## config.mk

```make
export PLATFORM = sky130hd
export DESIGN_NAME = synth_spread_spectrum_modulator
export DESIGN_NICKNAME = d
export VERILOG_FILES = /design/src/rtl/ssm_pkg.sv /design/src/rtl/synth_spread_spectrum_modulator.sv
export SDC_FILE = /design/constraint.sdc
export NUM_CORES = 1
export LEC_CHECK = 0
export BUFFER_PORTS_ARGS = -buffer_cell sky130_fd_sc_hd__buf_2
export CORE_MARGIN = 4
export CORE_UTILIZATION = 61
export DETAILED_ROUTE_END_ITERATION = 7
export GPL_TIMING_DRIVEN = 1
export PLACE_DENSITY = 0.91
export SYNTH_ARGS = -nofsm -noshare
export SYNTH_HDL_FRONTEND = slang
export SYNTH_SLANG_ARGS = --single-unit
```

## constraint.sdc

```tcl
create_clock -name sys_clk -period 8.5 [get_ports sys_clk]
set_input_delay 1.275 -clock sys_clk [delete_from_list [all_inputs] [get_ports sys_clk]]
set_output_delay 1.275 -clock sys_clk [all_outputs]
set_load 0.03 [all_outputs]
```

## src/rtl/ssm_pkg.sv

```systemverilog
package ssm_pkg;
   // Byte offsets of the modulator registers
   localparam logic [15:0] SWEEP_PROFILE_CFG_ADDR = 16'h0694;
   localparam logic [15:0] MOD_PERIOD_HI_ADDR = 16'h0695;
   localparam logic [15:0] MOD_PERIOD_LO_ADDR = 16'h0696;
   localparam logic [15:0] PEAK_DEVIATION_ADDR = 16'h0697;
   // Field positions and reset values
   localparam int PROFILE_BIT = 0;
   localparam logic [7:0] SWEEP_PROFILE_CFG_RST = 8'h00;
   localparam logic [15:0] MOD_PERIOD_RST = 16'h0000;
   localparam logic [7:0] PEAK_DEVIATION_RST = 8'h00;
   localparam logic [7:0] UNMAPPED_READ = 8'h00;
   // Modulation tick: 125 MHz / 125 = 1 us per period count
   localparam int TICK_DIV = 125;
   localparam logic [7:0] TICK_LAST = 8'(TICK_DIV - 1);
   localparam int ACC_W = 26;

   typedef enum logic {CENTRE_PROFILE, DOWN_PROFILE} profile_t;

   typedef struct packed {
      logic [15:0] addr;
      logic wr;
      logic rd;
      logic [7:0] wdata;
   } reg_req_t;

   typedef struct packed {
      profile_t cfgMode;
      logic [15:0] period;
      logic [7:0] dev;
      profile_t lMode;
      logic [15:0] lPer;
      logic [7:0] lDev;
      logic active;
      logic [7:0] div;
      logic [15:0] t;
      logic signed [ACC_W-1:0] acc;
      logic [7:0] rdData;
   } ssm_state_t;
endpackage

```

## src/rtl/synth_spread_spectrum_modulator.sv

```systemverilog
`timescale 1ns/1ps
// What this block does
// RULE1: Each modulation cycle starts at nominal frequency
// RULE2: Centre: down half, up full, back
// RULE3: Down: down full spread, back up
// RULE4: Cycle period from 16-bit period setting
// RULE5: Deviation counts are 0.025 percent steps
// RULE6: Software writes deviation only 1 to 200; the register takes any byte 0 to 255 unchecked
// RULE7: Sweep repeats back to back at nominal
module synth_spread_spectrum_modulator (
   // Clock and reset
   input wire logic sys_clk,
   input wire logic nrst,
   // Register port
   input wire ssm_pkg::reg_req_t regReq,
   output logic [7:0] regRdata,
   // Modulation output
   output logic signed [ssm_pkg::ACC_W-1:0] freqOffset,
   output logic [15:0] offsetScale,
   output logic modActive
);
   import ssm_pkg::*;

   ssm_state_t s_r;
   ssm_state_t s_nxt;
   logic tick;
   logic run;
   logic lastStep;
   logic sweepDown;
   logic signed [ACC_W-1:0] stepv;
   logic signed [ACC_W-1:0] centreFloor;
   logic signed [ACC_W-1:0] downFloor;

   function automatic logic [7:0] read_reg(input ssm_state_t st, input logic [15:0] a);
      logic [7:0] d;
      d = UNMAPPED_READ;
      case (a)
         SWEEP_PROFILE_CFG_ADDR: d = {7'h00, st.cfgMode};
         MOD_PERIOD_HI_ADDR: d = st.period[15:8];
         MOD_PERIOD_LO_ADDR: d = st.period[7:0];
         PEAK_DEVIATION_ADDR: d = st.dev;
         default: d = UNMAPPED_READ;
      endcase
      return d;
   endfunction

   // Direction of the step taken from tick index t to t+1
   function automatic logic step_down(input profile_t m, input logic [15:0] per,
                                      input logic [15:0] t);
      logic d;
      d = 1'b0;
      case (m)
         CENTRE_PROFILE: d = (t < (per >> 2)) || (t >= (per - (per >> 2)));
         DOWN_PROFILE: d = (t < (per >> 1));
         default: d = 1'b0;
      endcase
      return d;
   endfunction

   // Deviation times period, the accumulator depth of a full-spread leg
   function automatic logic [ACC_W-1:0] spread_span(input logic [7:0] d,
                                                    input logic [15:0] p);
      return ACC_W'(d) * ACC_W'(p);
   endfunction

   always_comb begin
      tick = (s_r.div == TICK_LAST);
      run = (s_r.period != 16'h0000) && (s_r.dev != 8'h00);
      lastStep = (s_r.t == s_r.lPer - 16'h0001);
      // Slope is 2*dev per tick so each leg spans the documented spread
      stepv = signed'(ACC_W'({s_r.lDev, 1'b0})); // RULE5
      sweepDown = step_down(s_r.lMode, s_r.lPer, s_r.t); // RULE2 RULE3
      centreFloor = -signed'(spread_span(s_r.lDev, s_r.lPer) >> 1) - stepv;
      downFloor = -signed'(spread_span(s_r.lDev, s_r.lPer)) - stepv;
   end

   always_comb begin
      s_nxt = s_r;
      if (regReq.rd) begin
         s_nxt.rdData = read_reg(s_r, regReq.addr);
      end
      if (regReq.wr) begin
         case (regReq.addr)
            SWEEP_PROFILE_CFG_ADDR: s_nxt.cfgMode = profile_t'(regReq.wdata[PROFILE_BIT]);
            MOD_PERIOD_HI_ADDR: s_nxt.period[15:8] = regReq.wdata; // RULE4
            MOD_PERIOD_LO_ADDR: s_nxt.period[7:0] = regReq.wdata; // RULE4
            PEAK_DEVIATION_ADDR: s_nxt.dev = regReq.wdata;
            default: s_nxt.period = s_r.period;
         endcase
      end
      s_nxt.div = tick ? 8'h00 : s_r.div + 8'h01;
      if (tick) begin
         if (!s_r.active || lastStep) begin
            // New cycle: settings latched, frequency held at nominal
            s_nxt.active = run;
            s_nxt.lMode = s_r.cfgMode;
            s_nxt.lPer = s_r.period; // RULE4
            s_nxt.lDev = s_r.dev;
            s_nxt.t = 16'h0000;
            s_nxt.acc = '0; // RULE1 RULE7
         end else begin
            s_nxt.t = s_r.t + 16'h0001;
            s_nxt.acc = sweepDown ? s_r.acc - stepv : s_r.acc + stepv; // RULE2 RULE3
         end
      end
   end

   always_ff @(posedge sys_clk or negedge nrst) begin
      if (!nrst) begin
         s_r <= '{cfgMode: profile_t'(SWEEP_PROFILE_CFG_RST[PROFILE_BIT]),
                  period: MOD_PERIOD_RST, dev: PEAK_DEVIATION_RST,
                  lMode: CENTRE_PROFILE, lPer: 16'h0000, lDev: 8'h00, active: 1'b0,
                  div: 8'h00, t: 16'h0000, acc: '0, rdData: 8'h00};
      end else begin
         s_r <= s_nxt;
      end
   end

   assign regRdata = s_r.rdData;
   assign freqOffset = s_r.acc;
   assign offsetScale = s_r.lPer;
   assign modActive = s_r.active;
endmodule

```

== Word level (Yosys, flattened, before mapping) ==
Index checks and enable logic that the tools add are counted.
Word-level totals
  register bits: 109
  bits in latches: 0
  memory bits (writable): 0
  bits in read-only memories: 0
  input bits: 28
  output and inout bits: 51
  logic and storage cells: 44
  memories: 0
Cells by class
  add/subtract/negate cells: 6
  $mul: 0
  divide/modulo/power cells: 0
  magnitude comparators: 3
  equal/unequal tests: 6
  shift operators: 0
  mux-type cells: 5
  bitwise gates (word level): 1
  reductions and logical operators: 11
Operators with widths (number)
  16-bit by 11-bit equality test with 1-bit output, second input constant: 4
  42-bit 2-to-1 mux: 1
  8-bit case mux with 4 select lines: 1
  26-bit by 10-bit adder with 26-bit output: 1
  26-bit 2-to-1 mux: 1
  26-bit by 10-bit subtractor with 26-bit output: 1
  16-bit by 1-bit adder with 16-bit output, second input constant: 1
  16-bit equality test: 1
  16-bit >= comparator: 1
  16-bit by 14-bit less-than comparator with 1-bit output: 1
  16-bit by 15-bit less-than comparator with 1-bit output: 1
  16-bit nonzero test: 1
  16-bit by 1-bit subtractor with 16-bit output, second input constant: 1
  16-bit by 14-bit subtractor with 16-bit output: 1
  2-bit AND reduction: 5
  8-bit by 1-bit adder with 8-bit output, second input constant: 1
  8-bit by 7-bit equality test with 1-bit output, second input constant: 1
  8-bit 2-to-1 mux: 1
  8-bit nonzero test: 1
  1-bit logical OR: 2
  1-bit case mux with 2 select lines: 1
  1-bit logical AND: 1
  1-bit logical NOT: 1
  1-bit inverter: 1

== Longest topological paths before layout ==
  depth in word-level cells: 6
  gate-level depth with buffers: 34
  depth with buffers taken out: 33

== Worst setup path before layout ==
Ideal clock, no wire load.
  path kind: register -> register
  from: register s_r (netlist bit offsetScale[2])
  to: register s_r (netlist bit freqOffset[25])
  library setup time: 0.126 ns
  data arrival time: 6.248 ns
  data required time: 8.374 ns
  path slack: 2.126 ns
  stages on the path, launching flop included: 32
  path buffers: 1
  period minus slack after synthesis: 6.374 ns
  cells stage by stage: dfrtp_1 -> ha_1 -> inv_1 -> fa_1 -> a21o_1 -> a21oi_1 -> o21ai_0 -> a21oi_1 -> o21bai_1 -> nand2_1 -> a31o_2 -> o21bai_1 -> a21oi_1 -> xnor2_1 -> ha_1 -> a21o_1 -> a211oi_1 -> o31ai_1 -> o221ai_1 -> nor2_1 -> buf_1 -> mux2i_1 -> fa_1 -> a211oi_1 -> o21ai_0 -> a31oi_1 -> o21a_1 -> o41ai_1 -> a2111oi_0 -> xor2_1 -> nor3_1 -> a221o_1
Between the ends
  cells in the longest elaborated chain, start to end: 6
  elaborated cells on any way between the ends: 11
  classes of those cells: 2 x add/sub; 3 x order compare; 1 x eq/ne; 3 x mux; 2 x reduce/logical
Ends and longest elaborated chain
  start: declaration: RTL line synth_spread_spectrum_modulator.sv:24  | ssm_state_t s_r;
  start signal: assignment: RTL line synth_spread_spectrum_modulator.sv:110  | s_r <= '{cfgMode: profile_t'(SWEEP_PROFILE_CFG_RST[PROFILE_BIT]),
  start signal: assignment: RTL line synth_spread_spectrum_modulator.sv:115  | s_r <= s_nxt;
  16-bit by 14-bit subtractor with 16-bit output: RTL line synth_spread_spectrum_modulator.sv:53  | CENTRE_PROFILE: d = (t < (per >> 2)) || (t >= (per - (per >> 2)));
  16-bit >= comparator: RTL line synth_spread_spectrum_modulator.sv:53
  1-bit logical OR: RTL line synth_spread_spectrum_modulator.sv:53
  1-bit case mux with 2 select lines: RTL line synth_spread_spectrum_modulator.sv:52  | case (m)
  26-bit 2-to-1 mux: RTL line synth_spread_spectrum_modulator.sv:103  | s_nxt.acc = sweepDown ? s_r.acc - stepv : s_r.acc + stepv;
  42-bit 2-to-1 mux *: RTL line synth_spread_spectrum_modulator.sv:93  | if (!s_r.active || lastStep) begin
Mark *: on every way between the ends. The rest lies on a longest branch, timed or not.
A chain may end at the register's enable or synchronous reset.

== Worst setup path after layout ==
  from: register s_r (netlist bit offsetScale[3])
  to: register s_r (netlist bit freqOffset[25])
Same word-level chain as after synthesis.

==> results.yml <==
status:
  outcome: "finished, final reports clean"
cts:
  cts_resized: 0
  cts_tree: "yes"
  cts_buffers: 9
  insertion_delay_ps: 350
  post-cts-setup-buffer-count: 0
  clkSlewWorstSetupHoldPaths_ps: 70
  clk_path_buf_depth: 2
  htree_levels: 3
  cts_sinks: 108
  postCtsHoldBufs: 0
  root_buffer: "clkbuf_16"
yosys:
  async_flop_share_pct: 100
  yosysWarnings: 0
  synth_edf_count: 0
  dominantRegCellSynth: "dfrtp_1"
  yosys.area_share.adder_pct: 13.6
  synth-simple-area-share_pct: 16.1
  ys_types: 77
  synth_xor_area_share_pct: 7.15
  yosys.area.top_type: "dfrtp_1"
  syn_inst: 921
  synth_area_sq_mm: 0.00846
  synth.top_cell.area_share_pct: 32.0
  ys_ff_latch: 108
  ys_seq_area_share_pct: 32.0
  synth_area_leaders: "dfrtp_1, ha_1, buf_4"
  synth_top_family_by_area: "compound AO/OA/AOI/OAI gates"
  synth_compound_area_share_pct: 17.5
  synth.avg_cell_area_sq_um: 9.18
  syn-num-nets: 1040
  muxShareOfSynthArea_pct: 5.00
drt:
  finalWirelength_um: 20400
  drc: 0
  routed_via_density: 6.23
  drt_iter0_drc: 573
  dr.pass1.iters: 5
  vias: 6956
  wire_per_inst_um: 18.3
  ant_nets: 0
worst_setup_path:
  startpoint: "offsetScale[3]"
  end_kind: "register"
  cp_top_family: "compound AO/OA/AOI/OAI gates"
  cp_max_fo: 11
  required_ps: 8740
  critPathBufInv: 1
  worstPathArrival_ps: 7500
  start_kind: "register"
  critPathSlowestCell: "nor2_1"
  cpPeakStageDelay_ps: 640
  regToRegStartpoint: "offsetScale[3]"
  path_class: "register to register"
final_layout:
  syn_to_final_growth_pct: 4.78
  drive_above_1_share_pct: 16.4
  diodes: 0
  multi_input_area_sq_mm: 0.00504
  final_common_cell: "dfrtp_1"
  seq_area_sq_mm: 0.00270
  final_nets: 1055
  final.fill_count: 1005
  final_cell_mix: "dfrtp_1, nand2_1, ha_1"
run:
  maxCapViolations: 0
timing:
  period_minus_slack_ps: 7260
  rsz0062_at_grt: "no"
  setup_slack_ps: 1240
  relSlewSlack_pct: 28.3
  worst_pin_slew_ps: 1070
  skew_ps: 6.67
  period_share_pct: 85.4
  setup_viol: 0
  fin_setup_tns_ps: 0
  slew_violations: 0
  hold_violations: 0
  fmax_mhz: 138
grt:
  grt_pass1_wl_um: 34100
  grt_pass1_vias: 6924
  gr-total-overflow: 0
  track_usage_pct: 25.9
  grt_max_degree: 57
  antenna_found_initial: 0
floorplanning:
  core_area_sq_mm: 0.0134
  die_area_sq_mm: 0.0158
  die_x_um: 126
  die_h_um: 126
  initial_core_util_pct: 63.1
  rows: 42
  io_pins: 79
power:
  cellLeakagePower_nw: 4.29
  p_comb_share_pct: 2.4
  sw_frac_of_total_pct: 23.0
  ir_worst_vdd_uv: 81.8
  power_density_mw_per_mm2: 109
  intPower_mw: 0.741
  p_clk_share_pct: 44.2
  power.switching_mw: 0.221
  pwr-share-seq_pct: 53.4
placed_design:
  gp_congestion: 0.917
  place_ws_ps: 1420
  place_hpwl_um: 15300
  io_buffers: 77
hold_path:
  hold_path.class: "register to register"
  min_from: "freqOffset[13]"
-- final timing paths --
| check | to | slack (ps) | cells past startpoint |
|---|---|---|---|
| worst max-delay path | freqOffset[25] | 1240 | 28 |
| worst min-delay path | freqOffset[13] | 520 | 2 |
| worst max register to register | freqOffset[25] | 1240 | 28 |
| worst min register to register | freqOffset[13] | 520 | 2 |
| max in group asynchronous | s_r[54] | 6370 | 2 |
| min in group asynchronous | freqOffset[10] | 970 | 1 |
-- per-layer routing --
layer / global-route usage, % / vias up / wire length, um
met5: 0 / - / 0
met4: 10.3 / 0 / 618
met3: 3.68 / 51 / 1110
met2: 42.6 / 248 / 9740
met1: 34.9 / 3367 / 8930
li1: - / 3290 / -
-- power groups by stage --
stage / Combinational, mW / Sequential (mW) / Clock (mW)
global route: 0.0268 / 0.513 / 0.447
finish: 0.0234 / 0.513 / 0.425
detailed placement: 0.0241 / 0.524 / 0
CTS: 0.0240 / 0.513 / 0.427
floorplan: 0.00488 / 0.524 / 0
global placement: 0.0232 / 0.524 / 0
-- flip-flops by register name (all words and copies together) (netlist names) --
name / cells
modActive: 1
regRdata: 8
freqOffset: 25
s_r: 58
offsetScale: 16
-- final cells by class --
class,instances,area share (%)
multi-input combinational,686,56.9
sequential,108,30.5
timing repair buffer,80,4.63
clock buffer,12,2.90
tap,176,2.49
inverter,51,2.16
clock inverter,4,0.452
-- tightest hold or removal path: stages, from the launching register on --
cell     delay (ps)
dfrtp_1         370
nand2_1          60
o31ai_1          60
-- cells in the mapped netlist, types with 5 or more instances --
master	count
ha_1	89
xor2_1	28
nor3_1	13
o21ai_0	50
buf_6	7
xnor2_1	41
and2_1	5
nor4_1	8
a22o_1	7
dfrtp_1	108
o21bai_1	6
nor2_1	45
o21ai_2	10
nand4_1	14
a211oi_1	8
o21a_1	8
inv_1	51
o31ai_1	18
a31oi_1	8
nand3_1	22
o21ai_1	12
nand2_1	95
mux2_2	32
buf_4	51
a21o_1	25
and3_1	14
nand2b_1	12
clkbuf_1	9
nor2b_1	10
a21oi_1	36
-- cell families after synthesis --
logic type / Yosys count
muxes: 37
other: 1
DFF: 108
and+or+nand+nor: 267
adders and majority gates: 91
buffers and inverters: 127
xor gates and xnor gates: 69
AOI/OAI and AO/OA: 221
-- through the flow --
| stage | utilization (%) | hold WS (ps) | total power [mW] | std cells | area [sq um] |
|---|---|---|---|---|---|
| after CTS | 66.1 | 516 | 0.964 | 1117 | 8860 |
| after global routing | 66.1 | 546 | 0.988 | 1117 | 8860 |
| after floorplan | - | 450 | 0.529 | 921 | 8460 |
| after detailed placement | 63.9 | 499 | 0.548 | 1101 | 8560 |
| after global placement | 63.9 | 492 | 0.547 | 1101 | 8560 |
| final | 66.1 | 516 | 0.962 | 1117 | 8860 |
No activity file was read; power rests on OpenSTA's default activity.
